`src/design/sas_pkg.sv`:
```
// Purpose: Shared constants for the scan address sequencer block
// Assumes: One scan clock; sequencer values are plain binary
// Notes:   Storage address is 24 bits, bit 0 is the most significant
package sas_pkg;
    localparam int SEQ_W       = 5;
    localparam int CST_W       = 3;
    localparam int FLT_W       = 4;
    localparam int ADDR_W      = 24;
    localparam int WORDS       = 24;
    // Preset values for the address sequencer
    localparam logic [4:0] SEQ_LOGOUT_TOP = 5'h17; // 23
    localparam logic [4:0] SEQ_HOLD_LAST  = 5'h0e; // 14
    localparam logic [4:0] SEQ_RUN_FROM   = 5'h0d; // 13
    localparam logic [4:0] SEQ_SCANIN_TOP = 5'h10; // 16
    localparam logic [4:0] SEQ_SEVEN      = 5'h07;
    localparam logic [4:0] SEQ_FIFTEEN    = 5'h0f;
    localparam logic [4:0] SEQ_ONE        = 5'h01;
    localparam logic [4:0] SEQ_ZERO       = 5'h00;
    // Control-store test sequencer values
    localparam logic [2:0] CST_START      = 3'h7;
    localparam logic [2:0] CST_SYNC_A     = 3'h1;
    localparam logic [2:0] CST_SYNC_B     = 3'h3;
    localparam logic [2:0] CST_SYNC_C     = 3'h6;
    // Field positions, counted from the low end of a [23:0] vector
    localparam int SAB_BIT14   = 9;  // Address bit 14
    localparam int SAB_BIT15   = 8;  // Address bit 15
    localparam int SAB_SEQ_LO  = 3;  // Address bit 20
    localparam int SAB_SEQ_HI  = 7;  // Address bit 16
    // Microprogram preset orders
    typedef enum logic [2:0] {
        SAS_SET_NONE, SAS_SET_7, SAS_SET_13, SAS_SET_15, SAS_SET_16, SAS_SET_23
    } sas_preset_e;
    // Scan operation modes
    typedef enum logic [2:0] {
        SAS_MODE_IDLE, SAS_MODE_LOGIC_TEST, SAS_MODE_CS_TEST, SAS_MODE_LOGOUT,
        SAS_MODE_COUNT
    } sas_mode_e;
endpackage : sas_pkg

```
`src/design/sas_decrementer.sv`:
```
// Purpose: Shared holding latch and minus-one network
// Assumes: Source select is one-hot or zero
// Notes:   Latch captures on the capture strobe; result is combinational
`timescale 1ns/1ps
module sas_decrementer
    import sas_pkg::*;
(
    // Clock and reset
    input  wire logic             core_clk,
    input  wire logic             arst_n,
    // Capture side
    input  wire logic             capture,
    input  wire logic [SEQ_W-1:0] capture_val,
    // Result side
    output logic      [SEQ_W-1:0] result
);
    logic [SEQ_W-1:0] adder_input_latch;

    // Holding latch loaded from the chosen source
    always_ff @(posedge core_clk or negedge arst_n) begin
        if (!arst_n) begin
            adder_input_latch <= SEQ_ZERO;
        end else if (capture) begin
            adder_input_latch <= capture_val;
        end
    end

    // Minus-one network
    assign result = adder_input_latch - SEQ_ONE;
endmodule : sas_decrementer

```
`src/design/sas_word_decoder.sv`:
```
// Purpose: Split decode of the address sequencer into word selects
// Assumes: Values 0 to 23 select a word; others select none
// Notes:   High two bits and low three bits decoded apart, then combined
`timescale 1ns/1ps
module sas_word_decoder
    import sas_pkg::*;
(
    // Sequencer value and enable
    input  wire logic             enable,
    input  wire logic [SEQ_W-1:0] seq,
    // One-hot word selects
    output logic      [WORDS-1:0] word_sel
);
    logic [3:0] hi_dec;
    logic [7:0] lo_dec;

    // Partial decodes
    assign hi_dec = enable ? (4'h1 << seq[4:3]) : 4'h0;
    assign lo_dec = 8'h01 << seq[2:0];

    // Combine partial decodes
    genvar h;
    generate
        for (h = 0; h < 3; h++) begin : g_grp
            assign word_sel[h*8 +: 8] = hi_dec[h] ? lo_dec : 8'h00;
        end
    endgenerate
endmodule : sas_word_decoder

```
`src/design/sas_sequencer.sv`:
```
// Purpose: Scan counting and storage addressing unit
// Assumes: Capture phase and write-back phase are two core_clk cycles
// Notes:   A decrement takes a capture cycle then a write-back cycle
//
// How it works
// RULE1: one counter uses decrement path per cycle
// RULE2: decrement via holding latch and minus-one network
// RULE3: capture and clear source, write back next
// RULE4: sequencer loads from word, hardware, presets
// RULE5: scan-out decodes one of 24 selects
// RULE6: sequencer is top five bits in count mode
// RULE7: scan-in starts at 16, zero means done
// RULE8: word at count one reloads sequencer
// RULE9: logout from 23, clock held 23 to 14
// RULE10: first logout zero forces 23, then 7
// RULE11: decoder combines high and low partial decodes
// RULE12: logout area spans hex 80 to 138
// RULE13: tests alternate between two buffers
// RULE14: address bits 0-13, 21-23 zero
// RULE15: logout bit 16 is inverse sequencer bit 0
// RULE16: buffer flag forces address bit 15 or 14
// RULE17: buffer flag toggles on seven or order
// RULE18: address gated only while scan-sync set
// RULE19: test sequencer starts at 7, steps at phase 3
// RULE20: fixed priority among decrement requests
`timescale 1ns/1ps
module sas_sequencer
    import sas_pkg::*;
(
    // Clock and reset
    input  wire logic              core_clk,
    input  wire logic              arst_n,
    // Mode and timing
    input  wire sas_mode_e         mode,
    input  wire logic [1:0]        flt_phase,
    // Sequencer loading
    input  wire logic [SEQ_W-1:0]  work_reg_bits,
    input  wire logic              load_from_word,
    input  wire sas_preset_e       preset_order,
    input  wire logic              cs_test_start,
    input  wire logic              left_word_select,
    // Decrement requests
    input  wire logic              seq_dec_req,
    input  wire logic              flt_dec_req,
    input  wire logic [FLT_W-1:0]  flt_load_val,
    input  wire logic              flt_load,
    // Micro-orders
    input  wire logic              toggle_buffer_order,
    input  wire logic              scan_store_order,
    input  wire logic              scan_sync_clear,
    input  wire logic              scan_out_active,
    // Status and outputs
    output logic [SEQ_W-1:0]       seq_value,
    output logic [FLT_W-1:0]       flt_value,
    output logic [CST_W-1:0]       cs_seq_value,
    output logic                   buffer_one,
    output logic                   scan_sync,
    output logic                   cpu_clock_hold,
    output logic                   scan_in_done,
    output logic                   logout_done,
    output logic                   control_word_fetch,
    output logic                   scan_left_word,
    output logic [WORDS-1:0]       word_sel,
    output logic [ADDR_W-1:0]      storage_address_bus,
    output logic                   dec_busy
);
    // Source selection for the shared path
    typedef enum logic [1:0] {SAS_SRC_NONE, SAS_SRC_SEQ, SAS_SRC_FLT, SAS_SRC_CST} sas_src_e;

    sas_src_e          src;
    sas_src_e          next_src;
    logic [SEQ_W-1:0]  dec_result;
    logic [SEQ_W-1:0]  capture_val;
    logic              capture;
    logic              write_back;
    logic              seq_pend;
    logic              flt_pend;
    logic              cst_pend;
    logic              logout_second;
    logic              cs_toggled;
    logic [SEQ_W-1:0]  preset_val;
    logic              preset_hit;
    logic              count_mode;
    logic [ADDR_W-1:0] next_addr;
    logic [SEQ_W-1:0]  seq_eff;

    // Fixed priority grant: test sequencer, cycle counter, address sequencer
    assign next_src = (src != SAS_SRC_NONE) ? SAS_SRC_NONE :        // [RULE1]
                      cst_pend ? SAS_SRC_CST :                     // [RULE20]
                      flt_pend ? SAS_SRC_FLT :
                      seq_pend ? SAS_SRC_SEQ : SAS_SRC_NONE;
    assign capture    = (src == SAS_SRC_NONE) && (next_src != SAS_SRC_NONE);
    assign write_back = (src != SAS_SRC_NONE);
    assign dec_busy   = write_back;
    assign capture_val = (next_src == SAS_SRC_CST) ? {2'b00, cs_seq_value} :
                         (next_src == SAS_SRC_FLT) ? {1'b0, flt_value} :
                         seq_value;                                // [RULE2]
    assign count_mode = (mode == SAS_MODE_COUNT);

    // Value in flight, so the clock hold never sees the cleared zero
    assign seq_eff = (write_back && src == SAS_SRC_SEQ) ? dec_result : seq_value;

    // Preset decode of microprogram orders
    assign preset_val = (preset_order == SAS_SET_7)  ? SEQ_SEVEN :
                        (preset_order == SAS_SET_13) ? SEQ_RUN_FROM :
                        (preset_order == SAS_SET_15) ? SEQ_FIFTEEN :
                        (preset_order == SAS_SET_16) ? SEQ_SCANIN_TOP :
                        SEQ_LOGOUT_TOP;
    assign preset_hit = (preset_order != SAS_SET_NONE);

    sas_decrementer u_dec (
        .core_clk    (core_clk),
        .arst_n      (arst_n),
        .capture     (capture),
        .capture_val (capture_val),
        .result      (dec_result)
    );

    // Grant state
    always_ff @(posedge core_clk or negedge arst_n) begin
        if (!arst_n) src <= SAS_SRC_NONE;
        else         src <= next_src;
    end

    // Pending requests, set wins over service
    always_ff @(posedge core_clk or negedge arst_n) begin
        if (!arst_n) begin
            seq_pend <= 1'b0;
            flt_pend <= 1'b0;
            cst_pend <= 1'b0;
        end else begin
            seq_pend <= (seq_dec_req || (count_mode && flt_dec_req && flt_value == '0))
                        || (seq_pend && !(capture && next_src == SAS_SRC_SEQ));
            flt_pend <= (flt_dec_req && !(count_mode && flt_value == '0))
                        || (flt_pend && !(capture && next_src == SAS_SRC_FLT));
            cst_pend <= (mode == SAS_MODE_CS_TEST && flt_phase == 2'd3)   // [RULE19]
                        || (cst_pend && !(capture && next_src == SAS_SRC_CST));
        end
    end

    // Address sequencer register
    always_ff @(posedge core_clk or negedge arst_n) begin
        if (!arst_n) begin
            seq_value <= SEQ_ZERO;
        end else if (mode == SAS_MODE_LOGOUT && write_back && src == SAS_SRC_SEQ
                     && dec_result == SEQ_ZERO && !logout_second) begin
            seq_value <= SEQ_LOGOUT_TOP;                           // [RULE10]
        end else if (write_back && src == SAS_SRC_SEQ) begin
            seq_value <= dec_result;                               // [RULE3]
        end else if (capture && next_src == SAS_SRC_SEQ) begin
            seq_value <= SEQ_ZERO;                                 // [RULE3]
        end else if (load_from_word) begin
            seq_value <= work_reg_bits;                            // [RULE4] [RULE8]
        end else if (preset_hit) begin
            seq_value <= preset_val;                               // [RULE4] [RULE7] [RULE9]
        end
    end

    // Cycle counter low part; wraps to all ones when sequencer takes the borrow
    always_ff @(posedge core_clk or negedge arst_n) begin
        if (!arst_n) begin
            flt_value <= '0;
        end else if (write_back && src == SAS_SRC_FLT) begin
            flt_value <= dec_result[FLT_W-1:0];
        end else if (capture && next_src == SAS_SRC_FLT) begin
            flt_value <= '0;
        end else if (flt_load) begin
            flt_value <= flt_load_val;
        end else if (write_back && src == SAS_SRC_SEQ && count_mode) begin
            flt_value <= '1;                                       // [RULE6]
        end
    end

    // Control-store test sequencer
    always_ff @(posedge core_clk or negedge arst_n) begin
        if (!arst_n) begin
            cs_seq_value <= CST_START;
        end else if (cs_test_start) begin
            cs_seq_value <= CST_START;                             // [RULE19]
        end else if (write_back && src == SAS_SRC_CST) begin
            cs_seq_value <= dec_result[CST_W-1:0];
        end else if (capture && next_src == SAS_SRC_CST) begin
            cs_seq_value <= '0;
        end
    end

    // Logout second pass marker
    always_ff @(posedge core_clk or negedge arst_n) begin
        if (!arst_n) begin
            logout_second <= 1'b0;
        end else if (mode != SAS_MODE_LOGOUT) begin
            logout_second <= 1'b0;
        end else if (write_back && src == SAS_SRC_SEQ && dec_result == SEQ_ZERO) begin
            logout_second <= 1'b1;                                 // [RULE10]
        end
    end

    // Buffer select flag; toggles once per visit to seven in CS test mode, and on the toggle order in logic test mode
    always_ff @(posedge core_clk or negedge arst_n) begin
        if (!arst_n) begin
            buffer_one <= 1'b1;
            cs_toggled <= 1'b0;
        end else begin
            cs_toggled <= (mode == SAS_MODE_CS_TEST && cs_seq_value == CST_START);
            if ((mode == SAS_MODE_CS_TEST && cs_seq_value == CST_START && !cs_toggled)
                || (mode == SAS_MODE_LOGIC_TEST && toggle_buffer_order)) begin
                buffer_one <= !buffer_one;                         // [RULE13] [RULE17]
            end
        end
    end

    // Scan-sync flag, set wins over clear
    always_ff @(posedge core_clk or negedge arst_n) begin
        if (!arst_n) begin
            scan_sync <= 1'b0;
        end else if (((mode == SAS_MODE_LOGIC_TEST || mode == SAS_MODE_LOGOUT)
                      && scan_store_order)
                     || (mode == SAS_MODE_CS_TEST && (cs_seq_value == CST_SYNC_A
                         || cs_seq_value == CST_SYNC_B || cs_seq_value == CST_SYNC_C))) begin
            scan_sync <= 1'b1;                                     // [RULE18]
        end else if (scan_sync_clear) begin
            scan_sync <= 1'b0;
        end
    end

    // Storage address generator
    always_comb begin
        next_addr = '0;                                            // [RULE14]
        next_addr[SAB_SEQ_HI:SAB_SEQ_LO] = seq_value;              // [RULE14]
        if (mode == SAS_MODE_LOGOUT) begin
            next_addr[SAB_BIT15]  = seq_value[SEQ_W-1];            // [RULE12]
            next_addr[SAB_SEQ_HI] = !seq_value[SEQ_W-1];           // [RULE15]
        end else if (buffer_one) begin
            next_addr[SAB_BIT15] = 1'b1;                           // [RULE16]
        end else begin
            next_addr[SAB_BIT14] = 1'b1;                           // [RULE16]
        end
    end

    always_ff @(posedge core_clk or negedge arst_n) begin
        if (!arst_n) storage_address_bus <= '0;
        else         storage_address_bus <= scan_sync ? next_addr : '0; // [RULE18]
    end

    // Status flags from registered state
    always_ff @(posedge core_clk or negedge arst_n) begin
        if (!arst_n) begin
            cpu_clock_hold     <= 1'b0;
            scan_in_done       <= 1'b0;
            logout_done        <= 1'b0;
            control_word_fetch <= 1'b0;
            scan_left_word     <= 1'b0;
        end else begin
            cpu_clock_hold     <= (mode == SAS_MODE_LOGOUT) && !logout_second
                                  && seq_eff >= SEQ_HOLD_LAST;     // [RULE9]
            scan_in_done       <= (mode == SAS_MODE_LOGIC_TEST) && seq_value == SEQ_ZERO
                                  && !dec_busy;                    // [RULE7]
            logout_done        <= (mode == SAS_MODE_LOGOUT) && logout_second
                                  && seq_value == SEQ_ZERO && !dec_busy; // [RULE10]
            control_word_fetch <= (mode == SAS_MODE_LOGIC_TEST) && seq_value == SEQ_ONE; // [RULE8]
            if (load_from_word) scan_left_word <= left_word_select; // [RULE8]
        end
    end

    // Word selects, registered
    logic [WORDS-1:0] word_dec;
    sas_word_decoder u_wdec (
        .enable   (scan_out_active),                               // [RULE5]
        .seq      (seq_value),
        .word_sel (word_dec)                                       // [RULE11]
    );
    always_ff @(posedge core_clk or negedge arst_n) begin
        if (!arst_n) word_sel <= '0;
        else         word_sel <= word_dec;
    end

    // Checks
    property p_one_user;
        @(posedge core_clk) disable iff (!arst_n) capture |-> !write_back;
    endproperty
    a_one_user: assert property (p_one_user) else $error("path shared"); // [RULE1]
    property p_dec_seq;
        @(posedge core_clk) disable iff (!arst_n)
        (capture && next_src == SAS_SRC_SEQ && mode != SAS_MODE_LOGOUT && !load_from_word)
        |=> seq_value == '0 ##1 seq_value == $past(seq_value, 2) - SEQ_ONE;
    endproperty
    a_dec_seq: assert property (p_dec_seq) else $error("bad decrement"); // [RULE2] [RULE3]
    property p_onehot;
        @(posedge core_clk) disable iff (!arst_n)
        (scan_out_active && seq_value < SEQ_LOGOUT_TOP + SEQ_ONE) |=> $onehot(word_sel);
    endproperty
    a_onehot: assert property (p_onehot) else $error("select not one-hot"); // [RULE5] [RULE11]
    property p_zero_bits;
        @(posedge core_clk) disable iff (!arst_n)
        storage_address_bus[23:10] == '0 && storage_address_bus[2:0] == '0;
    endproperty
    a_zero_bits: assert property (p_zero_bits) else $error("address bits set"); // [RULE14]
    property p_gate;
        @(posedge core_clk) disable iff (!arst_n) !scan_sync |=> storage_address_bus == '0;
    endproperty
    a_gate: assert property (p_gate) else $error("address without sync"); // [RULE18]
    property p_logout_inv;
        @(posedge core_clk) disable iff (!arst_n)
        (scan_sync && mode == SAS_MODE_LOGOUT)
        |=> storage_address_bus[SAB_SEQ_HI] != $past(seq_value[SEQ_W-1]);
    endproperty
    a_logout_inv: assert property (p_logout_inv) else $error("logout bit 16"); // [RULE15]
    property p_buf;
        @(posedge core_clk) disable iff (!arst_n)
        (scan_sync && mode == SAS_MODE_LOGIC_TEST)
        |=> storage_address_bus[SAB_BIT15] == $past(buffer_one)
            && storage_address_bus[SAB_BIT14] == !$past(buffer_one);
    endproperty
    a_buf: assert property (p_buf) else $error("buffer bits"); // [RULE16]
    property p_toggle;
        @(posedge core_clk) disable iff (!arst_n)
        (mode == SAS_MODE_LOGIC_TEST && toggle_buffer_order) |=> buffer_one != $past(buffer_one);
    endproperty
    a_toggle: assert property (p_toggle) else $error("no toggle"); // [RULE17]
    property p_hold;
        @(posedge core_clk) disable iff (!arst_n)
        (mode == SAS_MODE_LOGOUT && !logout_second && seq_value == SEQ_RUN_FROM)
        |=> !cpu_clock_hold;
    endproperty
    a_hold: assert property (p_hold) else $error("clock held at 13"); // [RULE9]
    property p_hold_on;
        @(posedge core_clk) disable iff (!arst_n)
        (mode == SAS_MODE_LOGOUT && !logout_second && seq_value > SEQ_HOLD_LAST
         && !preset_hit && !load_from_word) ##1 (mode == SAS_MODE_LOGOUT) |=> cpu_clock_hold;
    endproperty
    a_hold_on: assert property (p_hold_on) else $error("clock hold dropped"); // [RULE9]
    property p_cst_start;
        @(posedge core_clk) disable iff (!arst_n) cs_test_start |=> cs_seq_value == CST_START;
    endproperty
    a_cst_start: assert property (p_cst_start) else $error("cs start"); // [RULE19]
    c_seq_dec:  cover property (@(posedge core_clk) write_back && src == SAS_SRC_SEQ);
    c_relog:    cover property (@(posedge core_clk) $rose(logout_second));
    c_scanin:   cover property (@(posedge core_clk) $rose(scan_in_done));
    c_conflict: cover property (@(posedge core_clk) seq_pend && flt_pend && cst_pend);
    c_hold:     cover property (@(posedge core_clk) $fell(cpu_clock_hold));
endmodule : sas_sequencer

```
`config.mk`:
```
export PLATFORM = sky130hd
export DESIGN_NAME = sas_sequencer
export DESIGN_NICKNAME = d
export VERILOG_FILES = /design/src/design/sas_pkg.sv /design/src/design/sas_decrementer.sv /design/src/design/sas_word_decoder.sv /design/src/design/sas_sequencer.sv
export SDC_FILE = /design/constraint.sdc
export NUM_CORES = 1
export LEC_CHECK = 0
export BUFFER_PORTS_ARGS = -buffer_cell sky130_fd_sc_hd__buf_2
export CAP_MARGIN = 30
export CORE_ASPECT_RATIO = 1.1
export CORE_MARGIN = 5
export CORE_UTILIZATION = 45
export DETAILED_ROUTE_END_ITERATION = 16
export PLACE_DENSITY = 0.74
export SYNTH_ARGS = -nofsm -noshare
export SYNTH_HDL_FRONTEND = slang
export SYNTH_SLANG_ARGS = --single-unit
```
`constraint.sdc`:
```
create_clock -name core_clk -period 1.67 [get_ports core_clk]
set_input_delay 0.0835 -clock core_clk [delete_from_list [all_inputs] [get_ports core_clk]]
set_output_delay 0.0835 -clock core_clk [all_outputs]
set_load 0.01 [all_outputs]
```
**After elaboration in Yosys (flattened, before gate mapping)**

Index checks and enable logic that the tools add are counted.

- Mux-type cells: 37
- Bitwise gates (word level): 0
- Add/subtract/negate cells: 1
- Div/mod/pow operators: 0
- Equality and inequality tests: 21
- Shift operators: 2
- Reduce and logical (&&, ||, !) cells: 64
- Order comparisons: 1
- $mul: 0

Operators by type and width:

| cell | number |
|---|---|
| two-way mux 5 bit | 11 |
| logical AND 1 bit | 34 |
| two-way mux 8 bit | 3 |
| two-way mux 4 bit | 4 |
| equality test 3 x 2 -> 1 bit (second input constant) | 5 |
| two-way mux 3 bit | 5 |
| equality test 3 bit (second input constant) | 4 |
| equality test 2 bit (second input constant) | 5 |
| logical NOT 5 bit | 2 |
| two-way mux 1 bit | 10 |
| two-way mux 10 bit | 1 |
| equality test 3 x 1 -> 1 bit (second input constant) | 3 |
| logical NOT 1 bit | 9 |
| logical OR 1 bit | 9 |
| nonzero test 2 bit | 4 |
| << shifter 1 x 3 -> 8 bit (first input constant) | 1 |
| two-way mux 2 bit | 3 |
| nonzero test 3 bit | 2 |
| equality test 5 x 1 -> 1 bit (second input constant) | 1 |
| >= comparator 5 x 4 -> 1 bit (second input constant) | 1 |
| nonzero test 5 bit | 1 |
| subtractor 5 x 1 -> 5 bit (second input constant) | 1 |
| equality test 2 x 1 -> 1 bit (second input constant) | 2 |
| logical NOT 4 bit | 1 |
| 4 further kinds | 4 |

- Input port bits: 29
- Bits in read-only memories: 0
- Bits in latches: 0
- Memory bits (writable): 0
- Bits in registers: 65
- Memories kept: 0

**Logic depth before layout (Yosys ltp)**

Gate-level depths: netlist of run 1.

- Depth after elaboration: 10
- Gate-level depth with buffers: 6

**Modules after synthesis**

From an unflattened synthesis of run 1, not the netlist that was laid out.

- Cell total of the unflattened synthesis: 266
- Area total of the unflattened synthesis: 2,807.7 um^2

By module, submodules not included:

| module | area each (um^2) | instances | cells each |
|---|---|---|---|
| sas_sequencer | 2,381.0 | 1 | 210 |
| sas_decrementer | 249.0 | 1 | 21 |
| sas_word_decoder | 177.7 | 1 | 35 |

**Least setup slack after synthesis of run 1**

OpenSTA, ideal clock, no wires.

- Kind: register -> register
- Start: reg u_dec.adder_input_latch[0]
- End: reg seq_value[0]
- Arrival time: 1,607 ps
- Path buffers: 0
- Clock period less this slack: 1,684 ps
- Cell stages (with the launch flop): 7
- Path slack: -14 ps
- Data required time: 1,593 ps
- Cell sequence: dfrtp_1 -> inv_1 -> ha_1 -> xnor2_1 -> nand4b_1 -> or4_1 -> o21ai_1

- Cells in the longest elaborated chain, start to end: 5
- Elaborated cells on any way between the ends: 7
- Classes of those cells: 1 x add/sub; 2 x mux; 4 x reduce/logical

RTL lines:

| element | line | RTL |
|---|---|---|
| from (decl) | sas_decrementer.sv:17 | `logic [SEQ_W-1:0] adder_input_latch;` |
| from (signal assigned) | sas_decrementer.sv:24 | `adder_input_latch <= capture_val;` |
| subtractor 5 x 1 -> 5 bit (*) | sas_decrementer.sv:29 | `assign result = adder_input_latch - SEQ_ONE;` |
| logical NOT 5 bit | sas_sequencer.sv:146 | `&& dec_result == SEQ_ZERO && !logout_second) begin` |
| logical AND 1 bit (2 in series) | sas_sequencer.sv:146 |  |
| nonzero test 5 bit (no line) or two-way mux 5 bit (tied branches) | n/a |  |
| to (signal assigned) | sas_sequencer.sv:149 | `seq_value <= dec_result;` |
| to (signal assigned) | sas_sequencer.sv:153 | `seq_value <= work_reg_bits;` |
| to (signal assigned) | sas_sequencer.sv:155 | `seq_value <= preset_val;` |
| to (decl) | sas_sequencer.sv:53 | `output logic [SEQ_W-1:0] seq_value,` |

Mark *: on every way between the ends. The rest lies on a longest branch, timed or not.
A chain may end at the register's enable or synchronous reset.

**Worst setup path in the final report of run 1**

- Start: reg u_dec.adder_input_latch[1]
- End: reg seq_value[0]

- Cells in the longest elaborated chain, start to end: 5
- Elaborated cells on any way between the ends: 6
- Classes of those cells: 1 x add/sub; 1 x mux; 4 x reduce/logical

RTL lines:

| element | line |
|---|---|
| subtractor 5 x 1 -> 5 bit (*) | sas_decrementer.sv:29 |
| logical NOT 5 bit (*) | sas_sequencer.sv:146 |
| logical AND 1 bit (*) (2 in series) | sas_sequencer.sv:146 |
| nonzero test 5 bit (no line) or two-way mux 5 bit (tied branches) | n/a |

Marked as above.

==> results_dict.tcl, run 1 <==
set metrics [dict create \
    critPathSlowestCell "or4_4" \
    drive_gt1_frac 0.354 \
    max-slew-margin-rel 0.621 \
    drt_wl_total_mm 7.22 \
    cp_slowest_stage_delay_ns 0.54 \
    cts_inserted_buffers 9 \
    synth-async-reset-ratio 1.00 \
    core.rowCount 30 \
    syn-mean-instance-area_um2 10.2 \
    path_delay_family "simple AND/OR/NAND/NOR gates" \
    series_of_cell_instances_along_the_critical_path "buf_4 -> nor3_2 -> xor2_2 -> or4_4 -> o21ai_1" \
    cts.reportedPaths.clkPinSlew_ns 0.07 \
    drc_errors 0 \
    worst_setup_path_end_kind "flop" \
    worst_slew_pin_slew_ns 0.568 \
    vias 2388 \
    yosys_most_used_dff "dfrtp_1" \
    slew_viol_final 0 \
    pre_cts_slack_ns -0.0639 \
    drtAntennaViolNets 0 \
    floorplan.die.height_um 93.7 \
    hold_ws_ns 0.0537 \
    detailed_place_hpwl_mm 5.27 \
    synth_largest_type_area_fraction 0.507 \
    detail_route.vias_per_cell 5.02 \
    pwr_density_cell_nw_per_um2 1690 \
    finalCriticalPeriod_ns 1.66 \
    cts_num_sinks 62 \
    grt_first_pass_wirelength_mm 11.7 \
    critical_path.startpoint_type "flop" \
    worst_ir_drop_vdd_uv 988 \
    critical_path_peak_fanout 5 \
    initial_cell_density_of_the_core 0.463 \
    final_net_count 422 \
    hp-class "primary input to flop" \
    finalNonFillerCells 476 \
    result_of_the_run "complete, no violations" \
    timing_worst_setup_path_type "flop to flop" \
    antenna_violations_before_repair 0 \
    placed_cells 450 \
    grt_pass1_vias 2380 \
    i_o_buffers 79 \
    cts_tree "yes" \
    postSynthRegisterBits 62 \
    crit_required_ns 1.93 \
    synth_commonest_cells "dfrtp_1 (58), nor2_1 (35), buf_4 (17), inv_1 (14)" \
    timing_hold_violations_final 0 \
    report.final.setup_viol 0 \
    wl_per_cell_um 15.2 \
    grt_max_degree 33 \
    grt_setup_unrepaired "true" \
    synth.yosys.seq_area_share 0.543 \
    synth_area_leaders "dfrtp_1 (51%), nor2_1 (4.6%), buf_4 (4.5%)" \
    die-area_um2 8060 \
    ctsRootBufferMaster "clkbuf_8" \
    timing.final.crit_share 0.997 \
    cp_num_buf_inv 1 \
    max_cap_viol_count 0 \
    num_antenna_cells 0 \
    finalCoreUtilization 0.612 \
    synthToLayoutAreaGrowth_pct 32.4 \
    setup_slack_reg_to_reg_ns 0.006 \
    cellLeakagePower_nw 1.92 \
    max_clock_freq_ghz 0.601 \
    clkLatencyLatePin_ns 0.34 \
    synth.distinct_cells 50 \
    final_area_um2 3790 \
    yosys_warnings 0 \
    synth-edff-count 0 \
    drt_pre_antenna_iters 4 \
    fillCellCount 543 \
    maximum_number_of_buffers_from_clock_root_to_sink 2 \
    final_critical_path_setup_slack_ns 0.00566 \
    post-synth-top-count-cell "dfrtp_1" \
    syn-instance-count 280 \
    post_synth_instance_area_um2 2870 \
    grt-ovfl-total 0 \
    routabilityCongestion 0.849 \
    htree_levels 3 \
    die_w_um 86.1 \
    core_area_um2 6190 \
    yosys.area.top_type "dfrtp_1" \
    drt_iter0_drc 97 \
    placement.cell_area_um2 3420 \
    grt_use_total 0.191 \
    final_worst_clock_skew_ns 0.00805 \
    critPathArrivalTime_ns 1.92 \
    i_o_pins 97 \
]
## worst reg2reg max path: stages (launching register included)
cell     delay [ns]
dfrtp_1        0.39
buf_4          0.14
nor3_2         0.24
xor2_2         0.17
or4_4          0.54
o21ai_1        0.11
## power by group
| part | internal (mW) | total [mW] | switching [mW] |
|---|---|---|---|
| Clock | 0.837 | 1.44 | 0.600 |
| Combinational | 1.23 | 2.76 | 1.53 |
| Sequential | 1.89 | 2.23 | 0.336 |
| Total | 3.96 | 6.42 | 2.46 |
## stage by stage
stage | setup TNS, ns | power (mW)
2_1_floorplan | -0.0538 | 3.72
3_3_place_gp | -0.00739 | 4.77
3_5_place_dp | -0.0797 | 4.81
4_1_cts | 0 | 6.37
5_1_grt | -0.102 | 6.85
6_report | 0 | 6.42
## kinds of logic after synthesis
family,share of synthesized area
other,0.00131
buffers and inverters,0.0777
XOR/XNOR,0.0153
AO/OA/AOI/OAI,0.125
adder cells (fa/ha/maj),0.00873
flip-flops,0.543
AND/OR/NAND/NOR,0.200
multiplexers,0.0284
## cells in the final DEF, fill, tap and decap left out, drive strengths merged, types with 10 or more instances in the layout
cell / count
a21oi: 10
buf: 102
clkbuf: 10
conb: 17
dfrtp: 58
inv: 15
nand2: 10
nor2: 35
nor2b: 10
nor3: 10
o21ai: 15
## path summary, 6_finish.rpt
kind | end | depth (start not counted) | startpoint
max reg2reg | seq_value[0] | 5 | u_dec.adder_input_latch[1]
min | buffer_one | 4 | toggle_buffer_order
min in group asynchronous | cst_pend | 2 | arst_n
max | seq_value[0] | 5 | u_dec.adder_input_latch[1]
max in group asynchronous | seq_value[4] | 3 | arst_n
min reg2reg | cpu_clock_hold | 1 | logout_second
## per-layer routing
| metal | share of wire | GRT usage | vias up | wire length (um) |
|---|---|---|---|---|
| met2 | 0.50 | 0.309 | 78 | 3600 |
| met4 | 0.015 | 0.0897 | 0 | 108 |
| met3 | 0.069 | 0.0500 | 8 | 499 |
| met1 | 0.42 | 0.238 | 1150 | 3010 |
| met5 | 0 | 0 | - | 0 |
| li1 | - | - | 1152 | - |
## state kept, by name (all words and copies together) (netlist names), 2 cells and up
signal	cells
word_sel	24
storage_address_bus	7
seq_value	5
u_dec.adder_input_latch	5
flt_value	4
cs_seq_value	3
src	2
## area by class of cell
type / count / area (um2) / share of cell area
inverter: 15 / 56.3 / 0.0148
multi-input combinational: 193 / 1200 / 0.318
sequential: 62 / 1560 / 0.410
clock inverter: 6 / 86.3 / 0.0228
clock buffer: 10 / 128 / 0.0337
timing repair buffer: 110 / 661 / 0.174
tap: 80 / 100 / 0.0264
## timing repair
item | 4_1_cts | 5_1_grt
setup buffers | 1 | 1
hold endpoints to repair | 26 | 0
gates resized for setup | 7 | 9
hold buffers | 8 | 0
pin swaps | 2 | 2
endpoints found under the setup margin | 5 | 10
No activity file was read; power rests on OpenSTA's default activity.
==> run 2, diff against run 1 <==
--- a/config.mk
+++ b/config.mk
@@ -5,13 +5,15 @@
 export SDC_FILE = /design/constraint.sdc
 export NUM_CORES = 1
 export LEC_CHECK = 0
+export ABC_AREA = 1
 export BUFFER_PORTS_ARGS = -buffer_cell sky130_fd_sc_hd__buf_2
 export CAP_MARGIN = 30
 export CORE_ASPECT_RATIO = 1.1
 export CORE_MARGIN = 5
-export CORE_UTILIZATION = 45
+export CORE_UTILIZATION = 46
 export DETAILED_ROUTE_END_ITERATION = 16
-export PLACE_DENSITY = 0.74
+export PLACE_DENSITY = 0.76
+export SLEW_MARGIN = 20
 export SYNTH_ARGS = -nofsm -noshare
 export SYNTH_HDL_FRONTEND = slang
 export SYNTH_SLANG_ARGS = --single-unit
==> run 2 against run 1 <==
Hold slack got worse by 0.033 ns. Clock-buffer cell count is the same. Die area increased by 2.1%. Clock skew up 0.00050 ns. Largest power group unchanged.
==> results_dict.tcl, run 2 <==
set metrics [dict create \
    syn-mean-instance-area_um2 8.44 \
    pwr_density_cell_nw_per_um2 1650 \
    drt_wl_total_mm 7.39 \
    crit_path_start "cs_seq_value[0]" \
    drtAntennaViolNets 0 \
    timing.final.crit_share 0.964 \
    drt_pre_antenna_iters 5 \
    synth.yosys.seq_area_share 0.519 \
    antenna_violations_before_repair 0 \
    layout.cells.most_common_list "buf_2 (79), nand2_1 (72), dfrtp_1 (58)" \
    max_clock_freq_ghz 0.621 \
    slew_viol_final 0 \
    max-slew-margin-rel 0.630 \
    num_antenna_cells 0 \
    grt_pass1_vias 2511 \
    syn-instance-count 355 \
    power.share.combinational 0.400 \
    post-synth-top-count-cell "nand2_1" \
    cts.repair_timing.setup_buffer_count 0 \
    floorplan.die.height_um 94.7 \
    synth.distinct_cells 37 \
    cts_num_sinks 62 \
    grt-ovfl-total 0 \
    final_net_count 480 \
    worstSetupPathDepth 4 \
    power_share_of_the_sequential_group 0.379 \
    clkLatencyLatePin_ns 0.34 \
    netSwitchingPower_mw 2.70 \
    initial_cell_density_of_the_core 0.478 \
    critical_path.startpoint_type "flop" \
    synth_area_leaders "dfrtp_1 (48%), nand2_1 (9.0%), inv_1 (5.8%)" \
    largest_registers "word_sel x24, storage_address_bus x7" \
    worst_setup_path_end_kind "flop" \
    yosys.area.top_type "dfrtp_1" \
    post_synth_instance_area_um2 3000 \
    hp-class "primary input to flop" \
    grt_first_pass_wirelength_mm 11.6 \
    i_o_buffers 79 \
    cp_slowest_stage_delay_ns 0.57 \
    synth-edff-count 0 \
    final_critical_path_setup_slack_ns 0.0596 \
    critPathSlowestCell "dfstp_2" \
    finalCriticalPeriod_ns 1.61 \
    critPathArrivalTime_ns 1.84 \
    series_of_cell_instances_along_the_critical_path "inv_1 -> o21ai_0 -> o221ai_1 -> dlygate4sd3_1" \
    routabilityCongestion 0.869 \
    layout.cells.most_common "buf_2" \
    die_w_um 87.0 \
    detailed_place_hpwl_mm 5.43 \
    critical_path_peak_fanout 5 \
    ctsRootBufferMaster "clkbuf_8" \
    yosys_most_used_dff "dfrtp_1" \
    cts_inserted_buffers 9 \
    power_switching_share 0.439 \
    yosys_warnings 0 \
    core.rowCount 30 \
    maximum_number_of_buffers_from_clock_root_to_sink 2 \
    htree_levels 3 \
    wl_per_cell_um 13.8 \
    synthToLayoutAreaGrowth_pct 24.0 \
    rr_endpoint "scan_sync" \
    report.final.setup_viol 0 \
    vias 2652 \
    cts_tree "yes" \
    cellLeakagePower_nw 2.05 \
    timing_worst_setup_path_type "flop to flop" \
    final_worst_clock_skew_ns 0.00855 \
    timing_hold_violations_final 0 \
    top_register "word_sel" \
    critical_path.reg2reg.startpoint "cs_seq_value[0]" \
    pre_cts_slack_ns 0.146 \
    reg2reg_depth 4 \
    core_area_um2 6270 \
    setup_slack_reg_to_reg_ns 0.06 \
    drt_iter0_drc 138 \
    fillCellCount 554 \
    grt_max_degree 54 \
    path_delay_family "buffers and inverters" \
    grt_use_total 0.183 \
    cts.reportedPaths.clkPinSlew_ns 0.07 \
    synth-async-reset-ratio 1.00 \
    cp_num_buf_inv 2 \
    crit_required_ns 1.90 \
    crit_end "scan_sync" \
    internal_power_mw 3.44 \
    hold-path-cell-count 3 \
    drive_gt1_frac 0.282 \
    i_o_pins 97 \
    die-area_um2 8230 \
    tns_ns 0 \
    max_cap_viol_count 0 \
    drc_errors 0 \
    postSynthRegisterBits 62 \
    worst_ir_drop_vdd_uv 989 \
    synth_commonest_cells "nand2_1 (72), dfrtp_1 (58), inv_1 (46), nor2_1 (44), nand3_1 (22)" \
    synth_largest_type_area_fraction 0.484 \
    grt_setup_unrepaired "false" \
    result_of_the_run "complete, no violations" \
    power.share.clock 0.221 \
    detail_route.vias_per_cell 4.97 \
    largest_reg_flops 24 \
    worst_slew_pin_slew_ns 0.551 \
]
==> run 2: changes by cell type after synthesis, sizes merged, moves of 6 or more <==
| cell | before | now |
|---|---|---|
| and2 | 6 | 0 |
| inv | 15 | 51 |
| mux2i | 7 | 1 |
| nand2 | 10 | 77 |
| nand2b | 8 | 0 |
| nand3 | 4 | 24 |
| nor2 | 35 | 51 |
| nor2b | 10 | 0 |
| o21ai | 15 | 27 |
==> run 2: logic make-up (layout without fill, tap and decap cells) <==
kind of cell / Yosys count / after routing / synth area share
DFF: 62 / 62 / 0.519
AOI/OAI and AO/OA: 48 / 48 / 0.0914
muxes: 1 / 1 / 0.00334
adders and majority gates: 2 / 2 / 0.00835
other: 1 / 17 / 0.00125
xor gates and xnor gates: 1 / 1 / 0.00292
buffers and inverters: 73 / 156 / 0.117
and+or+nand+nor: 167 / 167 / 0.257
==> run 2: power by group through the flow <==
| stage | clock (mW) | sequential [mW] | combinational, mW |
|---|---|---|---|
| 2_1_floorplan | 0 | 2.27 | 1.72 |
| 3_3_place_gp | 0 | 2.34 | 2.35 |
| 3_5_place_dp | 0 | 2.35 | 2.41 |
| 4_1_cts | 1.38 | 2.32 | 2.45 |
| 5_1_grt | 1.45 | 2.38 | 2.76 |
| 6_report | 1.35 | 2.32 | 2.46 |
==> run 2: worst min-delay path by stage <==
| stage | endpoint | start | slack, ns |
|---|---|---|---|
| finish | scan_left_word | load_from_word | 0.02 |
| global route | scan_left_word | load_from_word | 0.03 |
| CTS | cs_toggled | mode[2] | 0.003 |
| detailed placement | word_sel[19] | arst_n | -0.04 |
| global placement | word_sel[19] | arst_n | -0.05 |
| floorplan | control_word_fetch | arst_n | -0.21 |
==> run 2: layer usage <==
layer | GRT usage | vias to the layer above | wire length [um]
li1 | - | 1273 | -
met3 | 0.0401 | 14 | 601
met5 | 0 | - | 0
met2 | 0.307 | 124 | 3710
met1 | 0.225 | 1241 | 2950
met4 | 0.0792 | 0 | 135
==> run 2: stage by stage <==
step / util / std cells / cell area (um2) / total power [mW] / hold WS, ns
after floorplan: - / 371 / 3060 / 3.99 / -0.212
after global placement: 0.546 / 509 / 3420 / 4.69 / -0.0460
after detailed placement: 0.546 / 509 / 3420 / 4.76 / -0.0406
after CTS: 0.593 / 534 / 3720 / 6.16 / 0.00303
after global routing: 0.593 / 534 / 3720 / 6.59 / 0.0275
final: 0.593 / 534 / 3720 / 6.14 / 0.0203
==> run 2: area by class of cell <==
class,instances,area [um2],share of cell area
Tap cell,80,100,0.0269
Multi-Input combinational cell,236,1150,0.310
Timing Repair Buffer,89,505,0.136
Inverter,51,196,0.0528
Sequential cell,62,1560,0.419
Clock inverter,6,70.1,0.0188
Clock buffer,10,138,0.0370
==> run 2: timing repair <==
action	4_1_cts	5_1_grt
endpoints found under the hold margin	64	0
gates resized for setup	0	1
endpoints found under the setup margin	0	3
hold buffers	9	0
==> run 2: worst reg2reg max path, cell delays in order (launching register included) <==
cell and delay, ns:
dfstp_2 0.57, inv_1 0.07, o21ai_0 0.17, o221ai_1 0.13
dlygate4sd3_1 0.57
==> run 3, diff against run 2 <==
--- a/config.mk
+++ b/config.mk
@@ -10,9 +10,10 @@
 export CAP_MARGIN = 30
 export CORE_ASPECT_RATIO = 1.1
 export CORE_MARGIN = 5
-export CORE_UTILIZATION = 46
+export CORE_UTILIZATION = 47
+export CTS_BUF_LIST = sky130_fd_sc_hd__clkbuf_4 sky130_fd_sc_hd__clkbuf_8
 export DETAILED_ROUTE_END_ITERATION = 16
-export PLACE_DENSITY = 0.76
+export PLACE_DENSITY = 0.78
 export SLEW_MARGIN = 20
 export SYNTH_ARGS = -nofsm -noshare
 export SYNTH_HDL_FRONTEND = slang
==> constraint.sdc (replaced) <==
create_clock -name core_clk -period 1.4 [get_ports core_clk]
set_input_delay 0.07 -clock core_clk [delete_from_list [all_inputs] [get_ports core_clk]]
set_output_delay 0.07 -clock core_clk [all_outputs]
set_load 0.01 [all_outputs]
==> run 3 against run 2 <==
The flow now finishes with violations (negative setup slack). Clock skew rose by 0.0013 ns. Clock-buffer cell count unchanged. Register-to-register slack worse by 0.09 ns. Sequential cell count unchanged. Clock power grew 28%. First-iteration DRC count rose by 28%. Total power increased by 37%. Via count is 1.0% higher. Die area fell by 1.9%. Critical path depth unchanged. Core utilization grew 5.9 points. Largest cell class unchanged. Highest routed layer unchanged.
==> results_dict.tcl, run 3 (synthesis results as in run 2) <==
set metrics [dict create \
    detail_route.vias_per_cell 4.83 \
    drc_errors 0 \
    detailed_place_hpwl_mm 5.56 \
    cts.reportedPaths.clkPinSlew_ns 0.07 \
    holdCritStartpoint "load_from_word" \
    final_area_um2 4040 \
    cts_tree "yes" \
    die-area_um2 8080 \
    finalCoreUtilization 0.652 \
    wl_per_cell_um 13.9 \
    drtAntennaViolNets 0 \
    cts_inserted_buffers 9 \
    core.rowCount 30 \
    maximum_number_of_buffers_from_clock_root_to_sink 2 \
    critPathArrivalTime_ns 1.37 \
    drt_pre_antenna_iters 4 \
    grt_first_pass_wirelength_mm 11.9 \
    grt-ovfl-total 0 \
    placement.cell_area_um2 3490 \
    rr_endpoint "u_dec.adder_input_latch[1]" \
    timing_worst_setup_path_type "flop to primary output" \
    largest_reg_flops 24 \
    layout.cells.most_common_list "buf_2 (79), nand2_1 (62), dfrtp_1 (56)" \
    cts_num_sinks 62 \
    worst_setup_path_end_kind "primary output" \
    crit_required_ns 1.33 \
    timing_hold_violations_final 0 \
    floorplan.die.height_um 93.8 \
    crit_path_start "src[1]" \
    final_critical_path_setup_slack_ns -0.0393 \
    largest_registers "word_sel x24, storage_address_bus x7" \
    top_register "word_sel" \
    report.final.setup_viol 2 \
    violations "negative setup slack" \
    i_o_buffers 79 \
    antenna_violations_before_repair 0 \
    clkLatencyLatePin_ns 0.34 \
    hold-path-cell-count 3 \
    grt_max_degree 47 \
    result_of_the_run "complete, but fails checks" \
    max_clock_freq_ghz 0.695 \
    synthToLayoutAreaGrowth_pct 34.7 \
    drt_wl_total_mm 7.70 \
    finalCriticalPeriod_ns 1.44 \
    drive_gt1_frac 0.368 \
    slew_viol_final 0 \
    grt_use_total 0.188 \
    final_net_count 501 \
    final_worst_clock_skew_ns 0.00983 \
    vias 2679 \
    worst_ir_drop_vdd_uv 1260 \
    hp-class "primary input to flop" \
    grt_setup_unrepaired "true" \
    num_antenna_cells 0 \
    layout.cells.most_common "buf_2" \
    routabilityCongestion 0.865 \
    pwr_density_cell_nw_per_um2 2080 \
    total_power_mw 8.40 \
    critical_path_peak_fanout 4 \
    max_cap_viol_count 0 \
    htree_levels 3 \
    cellLeakagePower_nw 2.18 \
    core_area_um2 6190 \
    critical_path.startpoint_type "flop" \
    tns_ns -0.0731 \
    critical_path.reg2reg.startpoint "src[1]" \
    die_w_um 86.2 \
    setup_slack_reg_to_reg_ns -0.03 \
    timing.final.crit_share 1.03 \
    fillCellCount 495 \
    initial_cell_density_of_the_core 0.484 \
    i_o_pins 97 \
    reg2reg_depth 7 \
    drt_iter0_drc 177 \
    endpoint_with_the_worst_hold_slack "scan_left_word" \
    grt_pass1_vias 2578 \
    ctsRootBufferMaster "clkbuf_8" \
]
==> run 3: cell types whose count changed in the layout (fill, tap and decap cells not counted), moves of 3 or more <==
| cell | previous run | this run |
|---|---|---|
| inv_2 | 5 | 13 |
| inv_1 | 45 | 37 |
| nand2_2 | 2 | 11 |
| nand2_1 | 72 | 62 |
| buf_6 | 0 | 3 |
| buf_4 | 0 | 16 |
==> run 3: what timing repair did <==
action | 4_1_cts | 5_1_grt
buffers inserted | 0 | 11
resized for setup | 3 | 40
endpoints found under the hold margin | 25 | 0
hold buffers | 10 | 0
endpoints found under the setup margin | 2 | 15
pin swaps | 0 | 12
==> run 3: area by class of cell <==
cell class                 count  area (um2)  area share
tap                           80         100      0.0248
sequential                    62        1560       0.386
clock inverter                 6        85.1      0.0211
inverter                      51         196      0.0487
timing repair buffer         110         689       0.171
clock buffer                  10         138      0.0341
multi-input combinational    236        1270       0.315
==> run 3: worst max-delay path by stage <==
| stage | end | slack [ns] |
|---|---|---|
| global route | u_dec.adder_input_latch[1] | -0.11 |
| floorplan | seq_value[1] | 0.05 |
| CTS | seq_value[1] | 0.01 |
| detailed placement | seq_value[4] | -0.008 |
| global placement | seq_value[4] | 0.08 |
| finish | dec_busy | -0.04 |
==> run 3: stage by stage <==
| stage | cells | setup WS [ns] | hold WS, ns |
|---|---|---|---|
| floorplan | 371 | 0.0531 | -0.226 |
| finish | 555 | -0.0393 | 0.0212 |
| detailed placement | 518 | -0.00809 | 0.0107 |
| global placement | 518 | 0.0791 | 0.00138 |
| CTS | 544 | 0.0131 | 0.0131 |
| global route | 555 | -0.115 | 0.0347 |
==> run 3: where the power goes <==
group          internal [mW]  leakage [nW]  switching, mW  total (mW)
Combinational           1.57          1.27           2.39        3.96
Clock                   1.04         0.108          0.686        1.73
Sequential              2.24         0.802          0.473        2.72
Total                   4.85          2.18           3.55        8.40
==> run 3: critical path: stages (launching register included) <==
cell	delay, ns
dfrtp_2	0.45
nor2_4	0.24
buf_4	0.17
inv_1	0.04
buf_2	0.13
==> run 3: metal layers <==
layer  global-route usage  share of wire  routed length, um
met1                0.224           0.40               3060
met2                0.316           0.51               3890
met3               0.0509          0.081                620
met4               0.0805          0.017                130
met5                    0              0                  0
